--- src/design/gpio_port_defs.svh ---
`ifndef GPIO_PORT_DEFS_SVH
`define GPIO_PORT_DEFS_SVH

`define PIN_COUNT            3
`define REG_ADDR_WIDTH       8
`define OFF_PIN_DATA         8'h00
`define OFF_OUTPUT_ENABLE    8'h04
`define OFF_FUNC_SEL_1       8'h08
`define OFF_FUNC_SEL_2       8'h0c
`define OFF_FUNC_SEL_3       8'h10
`define OFF_FUNC_SEL_4       8'h14
`define OFF_FUNC_SEL_5       8'h18
`define OFF_OPEN_DRAIN       8'h28
`define OFF_PULL_UP          8'h2c
`define OFF_PULL_DOWN        8'h30
`define OFF_INPUT_ENABLE     8'h38
`define RESET_PIN_BITS       3'h0
`define FS1_MASK             3'h7
`define FS2_MASK             3'h6
`define FS3_MASK             3'h7
`define FS4_MASK             3'h4
`define FS5_MASK             3'h4
`define SYNC_STAGES          2

`endif

--- src/design/gpio_port_pkg.sv ---
package gpio_port_pkg;
   typedef logic [2:0]  pin_bits_t;
   typedef logic [31:0] word_t;
   typedef enum logic [3:0] {
      sel_data    = 4'h0,
      sel_oe      = 4'h1,
      sel_fs1     = 4'h2,
      sel_fs2     = 4'h3,
      sel_fs3     = 4'h4,
      sel_fs4     = 4'h5,
      sel_fs5     = 4'h6,
      sel_od      = 4'h7,
      sel_pu      = 4'h8,
      sel_pd      = 4'h9,
      sel_ie      = 4'ha,
      sel_none    = 4'hf
   } reg_sel_t;
endpackage : gpio_port_pkg

--- src/design/gpio_port.sv ---
// Chosen here: strobed register access.
`timescale 1ns/10ps
`default_nettype none
`include "gpio_port_defs.svh"
module gpio_port
   import gpio_port_pkg::*;
(
   input  wire logic       clk,
   input  wire logic       rst_n,
   input  wire logic [7:0] addr,
   input  wire word_t      wdata,
   input  wire logic       wr,
   input  wire logic       rd,
   output var  word_t      rdata,
   input  wire pin_bits_t  pad_in,
   output var  pin_bits_t  pad_out,
   output var  pin_bits_t  pad_oe,
   output var  pin_bits_t  pad_pull_up,
   output var  pin_bits_t  pad_pull_down,
   input  wire logic       stop_mode,
   input  wire logic       stop_pin_drive_keep,
   input  wire logic       transmit_data_ch0,
   input  wire logic       serial_clock_out_ch0,
   input  wire logic       serial_clock_oe_ch0,
   input  wire logic       i2c_clock_out,
   input  wire logic       i2c_clock_oe,
   output var  logic       receive_data_ch0,
   output var  logic       serial_clock_ch0,
   output var  logic       clear_to_send_ch0,
   output var  logic       timer_capture_in,
   output var  pin_bits_t  encoder_in,
   output var  logic       ext_interrupt,
   output var  logic       i2c_clock_in
);
   pin_bits_t pin_data_reg;
   pin_bits_t output_enable_reg;
   pin_bits_t function_select_1_reg;
   pin_bits_t function_select_2_reg;
   pin_bits_t function_select_3_reg;
   pin_bits_t function_select_4_reg;
   pin_bits_t function_select_5_reg;
   pin_bits_t open_drain_reg;
   pin_bits_t pull_up_reg;
   pin_bits_t pull_down_reg;
   pin_bits_t input_enable_reg;
   pin_bits_t pin_level;
   pin_bits_t gated_in;
   pin_bits_t port_mode;
   pin_bits_t func_oe;
   pin_bits_t func_out;
   reg_sel_t  wsel;
   reg_sel_t  rsel;
   word_t     next_rdata;

   function automatic reg_sel_t decode(input logic [7:0] a);
      unique case (a)
         `OFF_PIN_DATA:      decode = sel_data;
         `OFF_OUTPUT_ENABLE: decode = sel_oe;
         `OFF_FUNC_SEL_1:    decode = sel_fs1;
         `OFF_FUNC_SEL_2:    decode = sel_fs2;
         `OFF_FUNC_SEL_3:    decode = sel_fs3;
         `OFF_FUNC_SEL_4:    decode = sel_fs4;
         `OFF_FUNC_SEL_5:    decode = sel_fs5;
         `OFF_OPEN_DRAIN:    decode = sel_od;
         `OFF_PULL_UP:       decode = sel_pu;
         `OFF_PULL_DOWN:     decode = sel_pd;
         `OFF_INPUT_ENABLE:  decode = sel_ie;
         default:            decode = sel_none;
      endcase
   endfunction : decode

   assign wsel = wr ? decode(addr) : sel_none;
   assign rsel = decode(addr);

   pin_sync u_sync
   (
      .clk      (clk),
      .rst_n    (rst_n),
      .async_in (pad_in),
      .sync_out (pin_level)
   );

   // register writes, unimplemented function bits held at zero
   always_ff @(posedge clk)
   begin
      if (!rst_n)
      begin
         pin_data_reg          <= `RESET_PIN_BITS;
         output_enable_reg     <= `RESET_PIN_BITS;
         function_select_1_reg <= `RESET_PIN_BITS;
         function_select_2_reg <= `RESET_PIN_BITS;
         function_select_3_reg <= `RESET_PIN_BITS;
         function_select_4_reg <= `RESET_PIN_BITS;
         function_select_5_reg <= `RESET_PIN_BITS;
         open_drain_reg        <= `RESET_PIN_BITS;
         pull_up_reg           <= `RESET_PIN_BITS;
         pull_down_reg         <= `RESET_PIN_BITS;
         input_enable_reg      <= `RESET_PIN_BITS;
      end
      else
      begin
         unique case (wsel)
            sel_data: pin_data_reg          <= wdata[2:0];
            sel_oe:   output_enable_reg     <= wdata[2:0];
            sel_fs1:  function_select_1_reg <= wdata[2:0] & `FS1_MASK;
            sel_fs2:  function_select_2_reg <= wdata[2:0] & `FS2_MASK;
            sel_fs3:  function_select_3_reg <= wdata[2:0] & `FS3_MASK;
            sel_fs4:  function_select_4_reg <= wdata[2:0] & `FS4_MASK;
            sel_fs5:  function_select_5_reg <= wdata[2:0] & `FS5_MASK;
            sel_od:   open_drain_reg        <= wdata[2:0];
            sel_pu:   pull_up_reg           <= wdata[2:0];
            sel_pd:   pull_down_reg         <= wdata[2:0];
            sel_ie:   input_enable_reg      <= wdata[2:0];
            default:  ;
         endcase
      end
   end

   assign gated_in = pin_level & input_enable_reg;

   always_comb
   begin
      next_rdata = 32'h0000_0000;
      unique case (rsel)
         sel_data: next_rdata[2:0] = gated_in;
         sel_oe:   next_rdata[2:0] = output_enable_reg;
         sel_fs1:  next_rdata[2:0] = function_select_1_reg;
         sel_fs2:  next_rdata[2:0] = function_select_2_reg;
         sel_fs3:  next_rdata[2:0] = function_select_3_reg;
         sel_fs4:  next_rdata[2:0] = function_select_4_reg;
         sel_fs5:  next_rdata[2:0] = function_select_5_reg;
         sel_od:   next_rdata[2:0] = open_drain_reg;
         sel_pu:   next_rdata[2:0] = pull_up_reg;
         sel_pd:   next_rdata[2:0] = pull_down_reg;
         sel_ie:   next_rdata[2:0] = input_enable_reg;
         default:  next_rdata = 32'h0000_0000;
      endcase
   end

   // read data valid only in the cycle after the strobe
   always_ff @(posedge clk)
   begin
      if (!rst_n)
         rdata <= 32'h0000_0000;
      else if (rd)
         rdata <= next_rdata;
      else
         rdata <= 32'h0000_0000;
   end

   // function mux, outputs: pin0 transmit, pin2 serial clock or i2c clock
   always_comb
   begin
      port_mode = ~(function_select_1_reg | function_select_2_reg
                  | function_select_3_reg | function_select_4_reg
                  | function_select_5_reg);
      func_oe   = 3'h0;
      func_out  = 3'h0;
      func_oe[0]  = function_select_1_reg[0];
      func_out[0] = transmit_data_ch0;
      if (function_select_1_reg[2])
      begin
         func_oe[2]  = serial_clock_oe_ch0;
         func_out[2] = serial_clock_out_ch0;
      end
      else if (function_select_5_reg[2])
      begin
         func_oe[2]  = i2c_clock_oe;
         func_out[2] = i2c_clock_out;
      end
   end

   genvar i;
   generate
      for (i = 0; i < `PIN_COUNT; i++)
      begin : g_pin
         pin_cell u_cell
         (
            .clk             (clk),
            .rst_n           (rst_n),
            .port_mode       (port_mode[i]),
            .port_oe         (output_enable_reg[i]),
            .port_data       (pin_data_reg[i]),
            .func_oe         (func_oe[i]),
            .func_out        (func_out[i]),
            .open_drain      (open_drain_reg[i]),
            .stop_mode       (stop_mode),
            .stop_drive_keep (stop_pin_drive_keep),
            .pad_out         (pad_out[i]),
            .pad_oe          (pad_oe[i])
         );
      end
   endgenerate

   // peripheral inputs, zero when not selected
   always_ff @(posedge clk)
   begin
      if (!rst_n)
      begin
         receive_data_ch0  <= 1'b0;
         serial_clock_ch0  <= 1'b0;
         clear_to_send_ch0 <= 1'b0;
         timer_capture_in  <= 1'b0;
         encoder_in        <= 3'h0;
         i2c_clock_in      <= 1'b0;
      end
      else
      begin
         receive_data_ch0  <= gated_in[1] & function_select_1_reg[1];
         serial_clock_ch0  <= gated_in[2] & function_select_1_reg[2];
         clear_to_send_ch0 <= gated_in[2] & function_select_2_reg[2];
         timer_capture_in  <= gated_in[1] & function_select_2_reg[1];
         encoder_in        <= gated_in & function_select_3_reg;
         i2c_clock_in      <= gated_in[2] & function_select_5_reg[2];
      end
   end

   // wake interrupt from pin2
   always_ff @(posedge clk)
   begin
      if (!rst_n)
         ext_interrupt <= 1'b0;
      else if (stop_mode)
         ext_interrupt <= gated_in[2] & function_select_4_reg[2];
      else
         ext_interrupt <= gated_in[2];
   end

   // pull enables to the pads
   always_ff @(posedge clk)
   begin
      if (!rst_n)
      begin
         pad_pull_up   <= 3'h0;
         pad_pull_down <= 3'h0;
      end
      else
      begin
         pad_pull_up   <= pull_up_reg;
         pad_pull_down <= pull_down_reg;
      end
   end

   // bus side checks
   a_unmapped_zero: assert property (@(posedge clk) disable iff (!rst_n)
      rd && decode(addr) == sel_none |=> rdata == 32'h0000_0000)
      else $error("unmapped read not zero");

   a_upper_zero: assert property (@(posedge clk) disable iff (!rst_n)
      rdata[31:3] == 29'h0)
      else $error("upper read bits not zero");

   a_rdata_idle: assert property (@(posedge clk) disable iff (!rst_n)
      !rd |=> rdata == 32'h0000_0000)
      else $error("read data not cleared after strobe");

   a_data_write: assert property (@(posedge clk) disable iff (!rst_n)
      wr && addr == `OFF_PIN_DATA |=> pin_data_reg == $past(wdata[2:0]))
      else $error("data write lost");

   a_oe_readback: assert property (@(posedge clk) disable iff (!rst_n)
      wr && addr == `OFF_OUTPUT_ENABLE ##1 rd && addr == `OFF_OUTPUT_ENABLE
      |=> rdata[2:0] == $past(wdata[2:0], 2))
      else $error("output enable readback wrong");

   a_data_masked: assert property (@(posedge clk) disable iff (!rst_n)
      rd && addr == `OFF_PIN_DATA |=> (rdata[2:0] & ~$past(input_enable_reg)) == 3'h0)
      else $error("disabled input read nonzero");

   a_func_unused: assert property (@(posedge clk) disable iff (!rst_n)
      function_select_2_reg[0] == 1'b0 && function_select_4_reg[1:0] == 2'h0
      && function_select_5_reg[1:0] == 2'h0)
      else $error("unimplemented function bit set");

   // pin side checks
   a_int_stop: assert property (@(posedge clk) disable iff (!rst_n)
      stop_mode && function_select_4_reg[2] && gated_in[2] |=> ext_interrupt)
      else $error("stop wake interrupt lost");

   a_int_run: assert property (@(posedge clk) disable iff (!rst_n)
      !stop_mode |=> ext_interrupt == $past(gated_in[2]))
      else $error("run mode interrupt wrong");

   a_int_off: assert property (@(posedge clk) disable iff (!rst_n)
      !input_enable_reg[2] |=> !ext_interrupt)
      else $error("interrupt from disabled input");

   a_stop_drive_off: assert property (@(posedge clk) disable iff (!rst_n)
      stop_mode && !stop_pin_drive_keep |=> pad_oe == 3'h0)
      else $error("pin driven in stop without keep");

   a_func_not_port: assert property (@(posedge clk) disable iff (!rst_n)
      function_select_3_reg[0] && !function_select_1_reg[0] |=> !pad_oe[0])
      else $error("encoder pin still driven");

   a_tx_route: assert property (@(posedge clk) disable iff (!rst_n)
      function_select_1_reg[0] && !open_drain_reg[0] && !stop_mode
      |=> pad_oe[0] && pad_out[0] == $past(transmit_data_ch0))
      else $error("transmit data not on pin0");

   a_sclk_route: assert property (@(posedge clk) disable iff (!rst_n)
      function_select_1_reg[2] && !open_drain_reg[2] && !stop_mode
      |=> pad_oe[2] == $past(serial_clock_oe_ch0))
      else $error("serial clock enable not on pin2");

   a_rx_gated: assert property (@(posedge clk) disable iff (!rst_n)
      !input_enable_reg[1] |=> !receive_data_ch0)
      else $error("receive input passed while disabled");

   a_pull_follow: assert property (@(posedge clk) disable iff (!rst_n)
      pad_pull_up == $past(pull_up_reg) && pad_pull_down == $past(pull_down_reg))
      else $error("pull enable not following register");

   a_reset_quiet: assert property (@(posedge clk)
      !rst_n |=> pad_oe == 3'h0 && pad_pull_up == 3'h0 && pad_pull_down == 3'h0)
      else $error("pins active after reset");

   generate
      for (i = 0; i < `PIN_COUNT; i++)
      begin : g_pin_check
         a_port_oe_off: assert property (@(posedge clk) disable iff (!rst_n)
            port_mode[i] && !output_enable_reg[i] |=> !pad_oe[i])
            else $error("input pin driven");
         a_enc_route: assert property (@(posedge clk) disable iff (!rst_n)
            function_select_3_reg[i] && input_enable_reg[i]
            |=> encoder_in[i] == $past(pin_level[i]))
            else $error("encoder input not routed");
      end
   endgenerate

   // main scenarios
   c_port_drive: cover property (@(posedge clk) disable iff (!rst_n) pad_oe[0] && pad_out[0]);
   c_int_stop: cover property (@(posedge clk) disable iff (!rst_n) stop_mode && ext_interrupt);
   c_encoder: cover property (@(posedge clk) disable iff (!rst_n) encoder_in == 3'h7);
   c_readback: cover property (@(posedge clk) disable iff (!rst_n) wr ##1 rd);
   c_stop_keep: cover property (@(posedge clk) disable iff (!rst_n)
      stop_mode && stop_pin_drive_keep && pad_oe != 3'h0);
endmodule : gpio_port
`default_nettype wire

--- src/design/pin_sync.sv ---
`timescale 1ns/10ps
`default_nettype none
module pin_sync
   import gpio_port_pkg::*;
(
   input  wire logic      clk,
   input  wire logic      rst_n,
   input  wire pin_bits_t async_in,
   output var  pin_bits_t sync_out
);
   pin_bits_t stage1;

   // two flops per pin, first stage read only by second
   always_ff @(posedge clk)
   begin
      if (!rst_n)
      begin
         stage1   <= 3'h0;
         sync_out <= 3'h0;
      end
      else
      begin
         stage1   <= async_in;
         sync_out <= stage1;
      end
   end
endmodule : pin_sync
`default_nettype wire

--- src/design/pin_cell.sv ---
`timescale 1ns/10ps
`default_nettype none
module pin_cell
(
   input  wire logic clk,
   input  wire logic rst_n,
   input  wire logic port_mode,
   input  wire logic port_oe,
   input  wire logic port_data,
   input  wire logic func_oe,
   input  wire logic func_out,
   input  wire logic open_drain,
   input  wire logic stop_mode,
   input  wire logic stop_drive_keep,
   output var  logic pad_out,
   output var  logic pad_oe
);
   logic want_oe;
   logic want_val;

   always_comb
   begin
      want_val = port_mode ? port_data : func_out;
      want_oe  = port_mode ? port_oe : func_oe;
      if (open_drain)
      begin
         want_oe  = want_oe & ~want_val;
         want_val = 1'b0;
      end
      if (stop_mode && !stop_drive_keep)
         want_oe = 1'b0;
   end

   always_ff @(posedge clk)
   begin
      if (!rst_n)
      begin
         pad_out <= 1'b0;
         pad_oe  <= 1'b0;
      end
      else
      begin
         pad_out <= want_val;
         pad_oe  <= want_oe;
      end
   end

   a_oe_follows_port: assert property (@(posedge clk) disable iff (!rst_n)
      port_mode && port_oe && !open_drain && !stop_mode |=> pad_oe && pad_out == $past(port_data))
      else $error("port pin not driven from data bit");
endmodule : pin_cell
`default_nettype wire

--- config.mk ---
export PLATFORM = sky130hd
export DESIGN_NAME = gpio_port
export DESIGN_NICKNAME = d
export VERILOG_FILES = /design/src/design/gpio_port_pkg.sv /design/src/design/gpio_port.sv /design/src/design/pin_sync.sv /design/src/design/pin_cell.sv
export VERILOG_INCLUDE_DIRS = /design/src /design/src/design
export SDC_FILE = /design/constraint.sdc
export NUM_CORES = 1
export LEC_CHECK = 0
export ABC_AREA = 1
export BUFFER_PORTS_ARGS = -buffer_cell sky130_fd_sc_hd__buf_2
export CORE_AREA = 10 10 86 88
export CTS_BUF_LIST = sky130_fd_sc_hd__clkbuf_4
export DETAILED_ROUTE_END_ITERATION = 6
export DIE_AREA = 0 0 96 98
export GPL_ROUTABILITY_DRIVEN = 0
export PLACE_DENSITY = 0.81
export SYNTH_ARGS = -nofsm -noshare
export SYNTH_HDL_FRONTEND = slang
export SYNTH_SLANG_ARGS = --single-unit
--- constraint.sdc ---
create_clock -name clk -period 1.5 [get_ports clk]
set_clock_uncertainty 0.05 [all_clocks]
set_input_delay 0 -clock clk [delete_from_list [all_inputs] [get_ports clk]]
set_output_delay 0 -clock clk [all_outputs]
set_load 0.01 [all_outputs]
Word level (Yosys, flattened, before mapping) --
Cells that the tools add are included. W data, S select, Z words.
Storage, ports and cells: register bits after elaboration 87, word-level logic and storage cells 107, input port bits 54, output and inout bits 53
Cells by class: multiplexer cells 17, reduce and logical (&&, ||, !) cells 10, equality and inequality tests 30, bitwise operators 20
Operator list (count):
- $pmux W4 S11 | 1
- $pmux W3 S11 | 1
- $eq A4 B3 Y1 const B | 8
- $eq A8 B6 Y1 const B | 4
- $eq A4 B4 Y1 const B | 6
- $eq A8 B5 Y1 const B | 3
- $eq A4 B2 Y1 const B | 4
- $eq A8 B4 Y1 const B | 2
- $mux W1 | 14
- $or A3 B3 Y3 | 4
- $and A1 B1 Y1 | 9
- $eq A4 B1 Y1 const B | 2
- $eq A8 B3 Y1 const B | 1
- $logic_not A4 Y1 | 2
- $logic_not A8 Y1 | 1
- $reduce_or A2 Y1 | 4
- $and A3 B3 Y3 | 2
- $mux W4 | 1
- $not A1 Y1 | 4
- $not A3 Y3 | 1
- $reduce_and A2 Y1 | 1
- $logic_and A1 B1 Y1 | 1
- $logic_not A1 Y1 | 1

Longest topological paths before layout --
Gate-level depths: netlist of the first run.
depth in word-level cells 9, gate-level depth with buffers 11, depth with buffers taken out 11

By module --
Synthesis of the first run repeated with hierarchy kept, for this count alone.
Second synthesis, totals: cell total of the unflattened synthesis 403, area, all modules 2932.8 um^2
Modules (own cells, without submodules):
- gpio_port | sequential area each 920.9 um^2, area an instance 2418.6 um^2, instances 1, cells an instance 328
- pin_cell | sequential area each 40.0 um^2, area an instance 116.4 um^2, instances 3, cells an instance 19
- pin_sync | sequential area each 120.1 um^2, area an instance 165.2 um^2, instances 1, cells an instance 18

Worst setup path after synthesis of the first run --
Ideal clock, no wire load.
path kind input port to flip-flop, start input port addr[1], end register function_select_1_reg[2], arrival time 0.905 ns, stages on the path 10, path slack 0.432 ns, buffers on the path 0, required time 1.337 ns, library setup time 0.113 ns, cells stage by stage nor2_2 nand3_2 nor2_2 nor2_2 nand2_1 nor2_4 inv_2 nor2_4 nor2_1 nor2_1
Between the ends: longest elaborated chain between the ends 4, elaborated cells on any way between the ends 14, classes of those cells 11 x eq/ne; 2 x mux; 1 x reduce/logical
RTL lines:
- start, declared | line gpio_port.sv:10 | input wire logic [7:0] addr,
- $eq A8 B6 Y1, or another cell as far along | line gpio_port.sv:56 | unique case (a)
- $pmux W4 S11 * | line gpio_port.sv:56
- $mux W4 * | line gpio_port.sv:72 | assign wsel = wr ? decode(addr) : sel_none;
- $eq A4 B2 Y1 * | line gpio_port.sv:102 | unique case (wsel)
- end signal, assigned | line gpio_port.sv:90 | function_select_1_reg <= `RESET_PIN_BITS;
- end signal, assigned | line gpio_port.sv:105 | sel_fs1: function_select_1_reg <= wdata[2:0] & `FS1_MASK;
- end, declared | line gpio_port.sv:37 | pin_bits_t function_select_1_reg;
Every way passes the cells marked *; elsewhere a longest branch is shown, timed or not. A chain may end at the register's enable or synchronous reset.

Worst setup path in the final report of the first run --
start input port addr[1], end register open_drain_reg[0]
Between the ends: longest elaborated chain between the ends 4, elaborated cells on any way between the ends 14, classes of those cells 11 x eq/ne; 2 x mux; 1 x reduce/logical
RTL lines:
- $eq A8 B6 Y1, or another cell as far along | line gpio_port.sv:56
- $pmux W4 S11 * | line gpio_port.sv:56
- $mux W4 * | line gpio_port.sv:72
- $eq A4 B3 Y1 * | line gpio_port.sv:102
- end signal, assigned | line gpio_port.sv:95 | open_drain_reg <= `RESET_PIN_BITS;
- end signal, assigned | line gpio_port.sv:110 | sel_od: open_drain_reg <= wdata[2:0];
- end, declared | line gpio_port.sv:42 | pin_bits_t open_drain_reg;
Marked as above.

==> results of run 1 <==
-- synth_stat cells (all sizes together) --
library cell	n
o31ai	1
o22ai	6
conb	1
dfxtp	58
buf	35
nand3	25
nand4	5
nor4	2
o21ai	22
nor3	9
inv	57
nand2	64
a21oi	23
clkbuf	5
mux2	1
nor2	54
a211oi	8
-- where the power goes --
group | total (W) | switching [W] | internal [W]
clock | 0.00107 | 0.000542 | 0.000527
sequential | 0.00155 | 0.00000303 | 0.00155
combinational | 0.000241 | 0.000157 | 0.0000838
total | 0.00286 | 0.000702 | 0.00216
-- layout make-up --
type / instances / area, µm² / share of cell area [%]
clock buffer: 11 / 82.58 / 2.524
tap: 75 / 93.84 / 2.868
sequential: 58 / 1161 / 35.49
inverter: 57 / 214.0 / 6.539
multi-input combinational: 249 / 1214 / 37.09
timing repair buffer: 70 / 462.9 / 14.15
clock inverter: 4 / 43.79 / 1.338
-- cell families after synthesis --
logic type      count (synthesis)
simple gates                  159
flops                          58
mux                             1
compound gates                 60
buf+inv                        97
other cells                     1
-- worst min-delay path, stage by stage --
cell     delay, ns
buf_2         0.14
nand2_2       0.09
nor2_4        0.05
nand3_1       0.15
a21oi_1       0.09
-- how the worst min path moves through the flow --
stage / to / depth (start not counted) / slack, ns / start
after floorplan: ext_interrupt$_SDFF_PN0_ / 1 / 0.05 / stop_mode
after global routing: pull_up_reg[0]$_SDFFE_PN0N_ / 5 / 0.16 / addr[5]
after detailed placement: u_sync.stage1[2]$_SDFF_PN0_ / 3 / 0.14 / pad_in[2]
final: pull_up_reg[2]$_SDFFE_PN0N_ / 5 / 0.12 / addr[5]
after CTS: function_select_4_reg[2]$_SDFFE_PN0N_ / 6 / 0.11 / addr[2]
after global placement: u_sync.stage1[1]$_SDFF_PN0_ / 3 / 0.13 / pad_in[1]
-- per-stage QoR --
| step | power (W) | setup WS [ns] |
|---|---|---|
| 2_1_floorplan | 0.001768 | 0.4321 |
| 3_3_place_gp | 0.001785 | 0.1584 |
| 3_5_place_dp | 0.001789 | 0.1180 |
| 4_1_cts | 0.002875 | 0.2644 |
| 5_1_grt | 0.002968 | 0.1281 |
| 6_report | 0.002860 | 0.2062 |
-- metal layers --
metal  part of all wire (%)  wire, µm  global-route usage [%]
met2                     49      3385                   24.70
met3                    8.6       591                   4.747
met1                     40      2716                   16.76
met4                    2.4       165                   5.902
met5                      0         0                       0
==> results.sh, run 1 <==
export IMPL_outcome="completed"
export IMPL_grt_usage_pct=14.78
export IMPL_synth_adder_area_share_pct=0
export IMPL_dpl_cell_count=491
export IMPL_antenna_found_initial=0
export IMPL_timing_final_max_slew_violations=0
export IMPL_r2r_start="function_select_1_reg[2]$_SDFFE_PN0N_"
export IMPL_routed_wl_um=6859
export IMPL_ios=107
export IMPL_rows=28
export IMPL_fp_dieW_um=96
export IMPL_path_cells="buf_2, nor2_2, nand3_2, nor2_2, nand3_1, dlygate4sd3_1, a21oi_1"
export IMPL_rsz0062_at_grt="false"
export IMPL_p_leak_nw=1.576
export IMPL_drive_gt1_share_pct=22.27
export IMPL_synthCells=376
export IMPL_power_density_nw_per_um2=874.2
export IMPL_hold_viol=0
export IMPL_post_cts_resized=0
export IMPL_crit_path_end_kind="flip-flop"
export IMPL_yosys_area_top_type_share_pct=41.99
export IMPL_post_drt_wl_per_cell_um=13.09
export IMPL_path_class="in2reg"
export IMPL_crit_slowest_cell="dlygate4sd3_1"
export IMPL_nNetsFinal=499
export IMPL_slowest_delay_ns=0.58
export IMPL_cts_path_max_buffers=2
export IMPL_cp_top_family="simple AND/OR/NAND/NOR gates"
export IMPL_max_freq_ghz=0.7729
export IMPL_period_needed_ns=1.294
export IMPL_crit_cells=7
export IMPL_antenna_cells=0
export IMPL_synth_xor_area_share_pct=0
export IMPL_crit_path_start="addr[1]"
export IMPL_first_pass_iters=5
export IMPL_fin_crit_sh_pct=86.25
export IMPL_nFillCells=544
export IMPL_grt_ovfl_total=0
export IMPL_route_detailed_drc=0
export IMPL_numCtsBuffers=9
export IMPL_setup_worst_path_end="open_drain_reg[0]$_SDFFE_PN0N_"
export IMPL_dieHeight_um=98
export IMPL_arrival_ns=1.58
export IMPL_yosysTopAreaCell="dfxtp_1"
export IMPL_ys_seq_area_share_pct=41.99
export IMPL_antenna_left=0
export IMPL_synthTopCellsByArea="dfxtp_1, buf_4, nand2_1"
export IMPL_cpMostUsedCell="nor2_2"
export IMPL_h_tree_depth=3
export IMPL_reg2reg_depth=5
export IMPL_ys_ff_latch=58
export IMPL_grt_start_max_net_pins=29
export IMPL_path_buf_inv=2
export IMPL_core_area_um2=5746
export IMPL_layout_commonest_cell="dfxtp_1"
export IMPL_final_cells=524
export IMPL_synthSimpleGateAreaFrac_pct=27.47
export IMPL_cts_sinks=58
export IMPL_drt_iter0_drc=207
export IMPL_synthMuxAreaShare_pct=0.4072
export IMPL_num_vias=2516
export IMPL_die_area_um2=9408
export IMPL_setup_violations=0
export IMPL_avgSynthCellArea_um2=7.354
export IMPL_grt_pass1_wl_um=11210
export IMPL_r2r_end="g_pin[2].u_cell.pad_oe$_SDFF_PP0_"
export IMPL_clk_latency_ns=0.40
export IMPL_fin_util_pct=56.95
export IMPL_hpwl_um=5231
export IMPL_cts_root_buf="clkbuf_4"
export IMPL_yosysUniqueCellTypes=25
export IMPL_via_per_inst=4.802
export IMPL_clk_pin_slew_ns=0.09
export IMPL_postCtsHoldBufs=18
export IMPL_holdWs_ns=0.1185
export IMPL_syn_area_um2=2765
export IMPL_synth_top_family_by_area="simple AND/OR/NAND/NOR gates"
export IMPL_layout_cells_most_common_list="dfxtp_1, nand2_1, inv_1"
export IMPL_ys_warn_count=0
export IMPL_post_cts_buffers=0
export IMPL_initial_utilization_pct=48.13
export IMPL_synth_compound_area_share_pct=12.08
export IMPL_peakVddDrop_mv=0.4535
export IMPL_first_global_vias=2472
export IMPL_maxCapViolCount=0
export IMPL_rrSetupSlack_ns=0.27
export IMPL_holdCritPathClass="in2reg"
export IMPL_worstPathMaxFanout=6
export IMPL_setup_tns_final_ns=0
export IMPL_cts_tree="yes"
export IMPL_cp_required_ns=1.79
export IMPL_numPortBuffers=48
export IMPL_areaGrowthSynthToFinish_pct=18.33
export IMPL_placed_area_um2=2965
export IMPL_final_area_um2=3272
export IMPL_critPathLaunchType="input pin"
No activity file was read; power rests on OpenSTA's default activity.
==> run 2: changes to the inputs <==
ABC_CLOCK_PERIOD_IN_PS = 1500   (was not set)
REMOVE_ABC_BUFFERS = 1   (was not set)
==> run 2 against run 1 <==
Effect of this change: highest routed layer unchanged; sequential power is essentially flat; flip-flop and latch count is the same; worst setup slack lost 0.073 ns; largest cell class unchanged; design area is essentially flat; critical path depth grew 1; core utilization is essentially flat; sequential share of layout area is essentially flat; global-route usage shrank 0.11 points; final cell count grew 0.57%; die area is the same; clock-buffer cell count is the same.
==> results.sh, run 2 (synthesis gave the netlist of run 1 again) <==
export IMPL_antenna_left=0
export IMPL_grt_usage_pct=14.67
export IMPL_worstPathMaxFanout=4
export IMPL_grt_pass1_wl_um=11140
export IMPL_grt_busiest_layer="met2"
export IMPL_path_class="in2reg"
export IMPL_grtUsageMet3_pct=4.671
export IMPL_arrival_ns=1.64
export IMPL_pwr_share_clk_pct=37.0
export IMPL_switchingPower_w=0.0006840
export IMPL_ios=107
export IMPL_layout_commonest_cell="dfxtp_1"
export IMPL_core_area_um2=5746
export IMPL_route_detailed_drc=0
export IMPL_nNetsFinal=501
export IMPL_timing_final_max_slew_violations=0
export IMPL_r2r_end="g_pin[2].u_cell.pad_oe$_SDFF_PP0_"
export IMPL_cp_required_ns=1.77
export IMPL_dieHeight_um=98
export IMPL_p_leak_nw=1.577
export IMPL_drive_gt1_share_pct=22.35
export IMPL_period_needed_ns=1.367
export IMPL_hpwl_um=5331
export IMPL_die_area_um2=9408
export IMPL_power_switching_share_pct=24.12
export IMPL_first_global_vias=2454
export IMPL_cts_root_buf="clkbuf_4"
export IMPL_maxCapViolCount=0
export IMPL_rrSetupSlack_ns=0.24
export IMPL_grtUsageMet1_pct=16.98
export IMPL_clk_latency_ns=0.40
export IMPL_r2r_start="function_select_5_reg[2]$_SDFFE_PN0N_"
export IMPL_path_buf_inv=3
export IMPL_finalPower_w=0.002836
export IMPL_grt_start_max_net_pins=36
export IMPL_post_cts_buffers=0
export IMPL_crit_path_end_kind="flip-flop"
export IMPL_p_int_w=0.002152
export IMPL_critPathLaunchType="input pin"
export IMPL_holdCritPathClass="in2reg"
export IMPL_post_drt_wl_per_cell_um=13.22
export IMPL_placed_area_um2=2975
export IMPL_numPortBuffers=48
export IMPL_numCtsBuffers=9
export IMPL_cp_top_family="buffers and inverters"
export IMPL_p_seq_share_pct=54.7
export IMPL_num_vias=2553
export IMPL_clk_pin_slew_ns=0.10
export IMPL_worst_slack_ns=0.1328
export IMPL_fp_dieW_um=96
export IMPL_fin_crit_sh_pct=91.14
export IMPL_hold_depth=4
export IMPL_setup_violations=0
export IMPL_hp_start="rst_n"
export IMPL_hold_viol=0
export IMPL_dp_slack_ns=0.1291
export IMPL_routed_wl_um=6968
export IMPL_cts_path_max_buffers=2
export IMPL_reg2reg_depth=5
export IMPL_grt_use_met2_pct=23.61
export IMPL_layout_cells_most_common_list="dfxtp_1, nand2_1, inv_1"
export IMPL_rsz0062_at_grt="false"
export IMPL_areaGrowthSynthToFinish_pct=18.37
export IMPL_slowest_delay_ns=0.58
export IMPL_path_cells="buf_2, nor2_2, nand3_2, nor2_2, buf_4, nand3_1, dlygate4sd3_1, a21oi_1"
export IMPL_h_tree_depth=3
export IMPL_rows=28
export IMPL_cts_sinks=58
export IMPL_initial_utilization_pct=48.13
export IMPL_final_area_um2=3273
export IMPL_cpMostUsedCell="nor2_2"
export IMPL_outcome="completed"
export IMPL_power_density_nw_per_um2=866.4
export IMPL_peakVddDrop_mv=0.4413
export IMPL_via_per_inst=4.844
export IMPL_antenna_found_initial=0
export IMPL_drt_iter0_drc=345
export IMPL_crit_slowest_cell="dlygate4sd3_1"
export IMPL_antenna_cells=0
export IMPL_cts_tree="yes"
export IMPL_grt_ovfl_total=0
export IMPL_setup_tns_final_ns=0
export IMPL_first_pass_iters=6
export IMPL_max_freq_ghz=0.7314
export IMPL_min_to="pad_pull_down[2]$_SDFF_PN0_"
export IMPL_pwr_share_comb_pct=8.3
[run 2: cell types whose count changed in the layout (fill, tap and decap cells not counted), sizes merged]
cell         previous run  this run
dlygate4sd3            18        17
buf                    52        55
clkinv                  3         4
[run 2: timing repair]
action                    4_1_cts  5_1_grt
hold endpoints to repair       33        0
gates resized for setup         0        0
hold buffers                   17        0
[run 2: area by class of cell]
type,instances,area [µm²]
flip-flops and latches,58,1161
multi-input cells,249,1214
fillers,546,2472
clock buffers,11,82.58
clock inverters,5,45.04
repair buffers,72,462.9
inverters,57,214.0
well taps,75,93.84
[run 2: how the worst max path moves through the flow]
stage | start | end | slack, ns | depth (start not counted)
after floorplan | addr[1] | function_select_1_reg[2]$_SDFFE_PN0N_ | 0.43 | 10
after global placement | addr[0] | pin_data_reg[2]$_SDFFE_PN0N_ | 0.19 | 9
after detailed placement | addr[0] | function_select_3_reg[1]$_SDFFE_PN0N_ | 0.13 | 8
after CTS | addr[1] | open_drain_reg[1]$_SDFFE_PN0N_ | 0.20 | 8
after global routing | addr[1] | open_drain_reg[1]$_SDFFE_PN0N_ | 0.02 | 8
final | addr[1] | open_drain_reg[1]$_SDFFE_PN0N_ | 0.13 | 8
[run 2: power by group through the flow]
stage | registers (W) | clock network, W | logic [W]
2_1_floorplan | 0.00159 | 0 | 0.000114
3_3_place_gp | 0.00159 | 0 | 0.000195
3_5_place_dp | 0.00159 | 0 | 0.000198
4_1_cts | 0.00155 | 0.00107 | 0.000230
5_1_grt | 0.00155 | 0.00112 | 0.000261
6_report | 0.00155 | 0.00105 | 0.000236
[run 2: through the flow]
| stage | util, % | instances | hold slack [ns] |
|---|---|---|---|
| floorplan | - | 364 | 0.04345 |
| global placement | 51.79 | 494 | 0.1326 |
| detailed placement | 51.79 | 494 | 0.1340 |
| CTS | 56.97 | 527 | 0.05100 |
| global route | 56.97 | 527 | 0.08428 |
| finish | 56.97 | 527 | 0.05866 |
[run 2: per-layer routing]
metal	up-vias	routed length [µm]
li1	1286	-
met1	1102	2829
met2	149	3268
met3	16	704
met4	0	165
met5	-	0
[run 2: worst register-to-register path: cells and delay by family (launching register included)]
family / cells / cell delay, ns
AND/OR/NAND/NOR: 3 / 0.41
flip-flops: 1 / 0.33
AO/OA/AOI/OAI: 1 / 0.26
buffers and inverters: 1 / 0.15
==> run 3: changes to the inputs <==
--- a/config.mk
+++ b/config.mk
@@ -9,10 +9,10 @@
 export ABC_AREA = 1
-export ABC_CLOCK_PERIOD_IN_PS = 1500
+export ABC_CLOCK_PERIOD_IN_PS = 1200
 export BUFFER_PORTS_ARGS = -buffer_cell sky130_fd_sc_hd__buf_2
-export CORE_AREA = 10 10 86 88
+export CORE_AREA = 10 10 89 91
 export CTS_BUF_LIST = sky130_fd_sc_hd__clkbuf_4
 export DETAILED_ROUTE_END_ITERATION = 6
-export DIE_AREA = 0 0 96 98
+export DIE_AREA = 0 0 99 101
 export GPL_ROUTABILITY_DRIVEN = 0
-export PLACE_DENSITY = 0.81
+export PLACE_DENSITY = 0.79
 export REMOVE_ABC_BUFFERS = 1
==> constraint.sdc (replaced) <==
create_clock -name clk -period 1.2 [get_ports clk]
set_clock_uncertainty 0.05 [all_clocks]
set_input_delay 0.12 -clock clk [delete_from_list [all_inputs] [get_ports clk]]
set_output_delay 0.12 -clock clk [all_outputs]
set_load 0.01 [all_outputs]
==> run 3 against run 2 <==
Effect of this change: flip-flop and latch count is the same; final cell count grew 4.2%; core utilization shrank 1.9 points; largest cell class unchanged.
==> results.sh, run 3 (synthesis gave the netlist of run 1 again) <==
export IMPL_outcome="completed"
export IMPL_h_tree_depth=3
export IMPL_maxCapViolCount=0
export IMPL_dp_slack_ns=-0.1877
export IMPL_core_area_um2=6205
export IMPL_rsz0062_at_grt="true"
export IMPL_initial_utilization_pct=44.57
export IMPL_max_freq_ghz=0.8700
export IMPL_peakVddDrop_mv=0.7427
export IMPL_clk_latency_ns=0.40
export IMPL_highest_layer="met4"
export IMPL_period_needed_ns=1.149
export IMPL_cts_tree="yes"
export IMPL_dpl_cell_count=524
export IMPL_grt_usage_pct=14.30
export IMPL_final_cells=549
export IMPL_first_pass_iters=5
export IMPL_cts_sinks=58
export IMPL_first_global_vias=2634
export IMPL_post_drt_wl_per_cell_um=13.32
export IMPL_seq_area_um2=1164
export IMPL_setup_violations=0
export IMPL_p_leak_nw=1.689
export IMPL_hp_start="serial_clock_oe_ch0"
export IMPL_placed_area_um2=3201
export IMPL_ios=107
export IMPL_slowest_delay_ns=0.34
export IMPL_cpMostUsedCell="nor2_1"
export IMPL_layout_commonest_cell="nand2_1"
export IMPL_power_switching_share_pct=26.39
export IMPL_routed_wl_um=7311
export IMPL_path_class="reg2reg"
export IMPL_hold_depth=5
export IMPL_antenna_left=0
export IMPL_pwr_share_comb_pct=9.5
export IMPL_grt_pass1_wl_um=11720
export IMPL_r2r_start="function_select_2_reg[2]$_SDFFE_PN0N_"
export IMPL_r2r_end="g_pin[2].u_cell.pad_oe$_SDFF_PP0_"
export IMPL_pwr_share_clk_pct=32.5
export IMPL_hpwl_um=5800
export IMPL_rrSetupSlack_ns=0.05
export IMPL_route_detailed_drc=0
export IMPL_cp_required_ns=1.44
export IMPL_power_density_nw_per_um2=978.3
export IMPL_layout_cells_most_common_list="nand2_1, dfxtp_1, inv_1"
export IMPL_finalPower_w=0.003345
export IMPL_min_to="g_pin[2].u_cell.pad_oe$_SDFF_PP0_"
export IMPL_numCtsBuffers=9
export IMPL_crit_path_end_kind="flip-flop"
export IMPL_crit_cells=6
export IMPL_antenna_found_initial=0
export IMPL_worstPathMaxFanout=4
export IMPL_via_per_inst=4.821
export IMPL_die_area_um2=9999
export IMPL_p_int_w=0.002463
export IMPL_p_seq_share_pct=58.0
export IMPL_hold_viol=0
export IMPL_nFillCells=591
export IMPL_multi_input_area_um2=1237
export IMPL_routed_wl_met3_um=592
export IMPL_cp_top_family="simple AND/OR/NAND/NOR gates"
export IMPL_areaGrowthSynthToFinish_pct=23.67
export IMPL_antenna_cells=0
export IMPL_wl_met1_um=3114
export IMPL_numPortBuffers=48
export IMPL_critPathLaunchType="flip-flop"
export IMPL_num_vias=2647
export IMPL_switchingPower_w=0.0008829
export IMPL_cts_path_max_buffers=2
export IMPL_arrival_ns=1.39
export IMPL_cts_root_buf="clkbuf_4"
export IMPL_rows=29
export IMPL_nNetsFinal=522
export IMPL_clk_pin_slew_ns=0.10
export IMPL_crit_slowest_cell="dfxtp_2"
export IMPL_fp_dieW_um=99
export IMPL_holdCritPathClass="in2reg"
export IMPL_reg2reg_depth=6
export IMPL_grt_start_max_net_pins=22
export IMPL_drive_gt1_share_pct=29.03
export IMPL_worst_slack_ns=0.05062
export IMPL_dr_wl_met2_um=3460
export IMPL_fin_crit_sh_pct=95.78
export IMPL_dieHeight_um=101
export IMPL_timing_final_max_slew_violations=0
export IMPL_path_buf_inv=0
export IMPL_drt_iter0_drc=196
export IMPL_final_area_um2=3420
export IMPL_path_cells="nor2_1, nand4_1, nand3_1, o21ai_1, nor2_1, nor3_2"
export IMPL_grt_ovfl_total=0
## run 3: changes by cell type in the layout (fill, tap and decap cells not counted), sizes merged
cell	delta
bufinv	-1
dlygate4sd3	-9
clkbuf	-1
buf	+30
clkinv	+1
## run 3: worst min-delay path, stage by stage
cell,delay (ns)
buf_2,0.10
nand2_1,0.05
nand3_1,0.07
nand2_1,0.07
nor3_2,0.05
## run 3: how the worst max path moves through the flow
stage | start | end | slack [ns]
2_1_floorplan | addr[1] | function_select_1_reg[2]$_SDFFE_PN0N_ | 0.01
3_3_place_gp | addr[0] | rdata[1]$_SDFF_PN0_ | -0.18
3_5_place_dp | addr[1] | function_select_1_reg[2]$_SDFFE_PN0N_ | -0.19
4_1_cts | function_select_2_reg[2]$_SDFFE_PN0N_ | g_pin[2].u_cell.pad_oe$_SDFF_PP0_ | 0.02
5_1_grt | function_select_2_reg[2]$_SDFFE_PN0N_ | g_pin[2].u_cell.pad_oe$_SDFF_PP0_ | -0.01
6_report | function_select_2_reg[2]$_SDFFE_PN0N_ | g_pin[2].u_cell.pad_oe$_SDFF_PP0_ | 0.05
## run 3: through the flow
| stage | hold WS, ns | setup TNS [ns] | util [%] |
|---|---|---|---|
| floorplan | 0.1635 | 0 | - |
| global placement | 0.2523 | -2.926 | 51.58 |
| finish | 0.05090 | 0 | 55.11 |
| global route | 0.07117 | -0.01527 | 55.11 |
| detailed placement | 0.2541 | -3.713 | 51.58 |
| CTS | 0.01466 | 0 | 54.45 |
## run 3: area by class of cell
class,count,area share [%]
multi-input combinational,249,36.19
sequential,58,34.03
timing repair buffer,93,17.86
inverter,57,6.257
tap,77,2.817
clock buffer,10,2.195
clock inverter,5,0.6586
## run 3: routing by layer
layer,up-vias,global-route usage (%)
met5,-,0
met4,0,6.505
met3,15,5.007
met2,121,23.35
met1,1193,16.45
li1,1318,-
## run 3: power by group through the flow
stage	combinational, W	sequential, W	clock [W]
global placement	0.000284	0.00198	0
CTS	0.000311	0.00194	0.00111
detailed placement	0.000289	0.00198	0
finish	0.000318	0.00194	0.00109
global route	0.000353	0.00194	0.00122
floorplan	0.000143	0.00198	0
## run 3: repair_timing
action                                  CTS  global route
hold buffers                              8             0
endpoints found under the hold margin    10             0
resized for setup                         1             6
endpoints found under the setup margin    1             2
setup buffers                             0             2
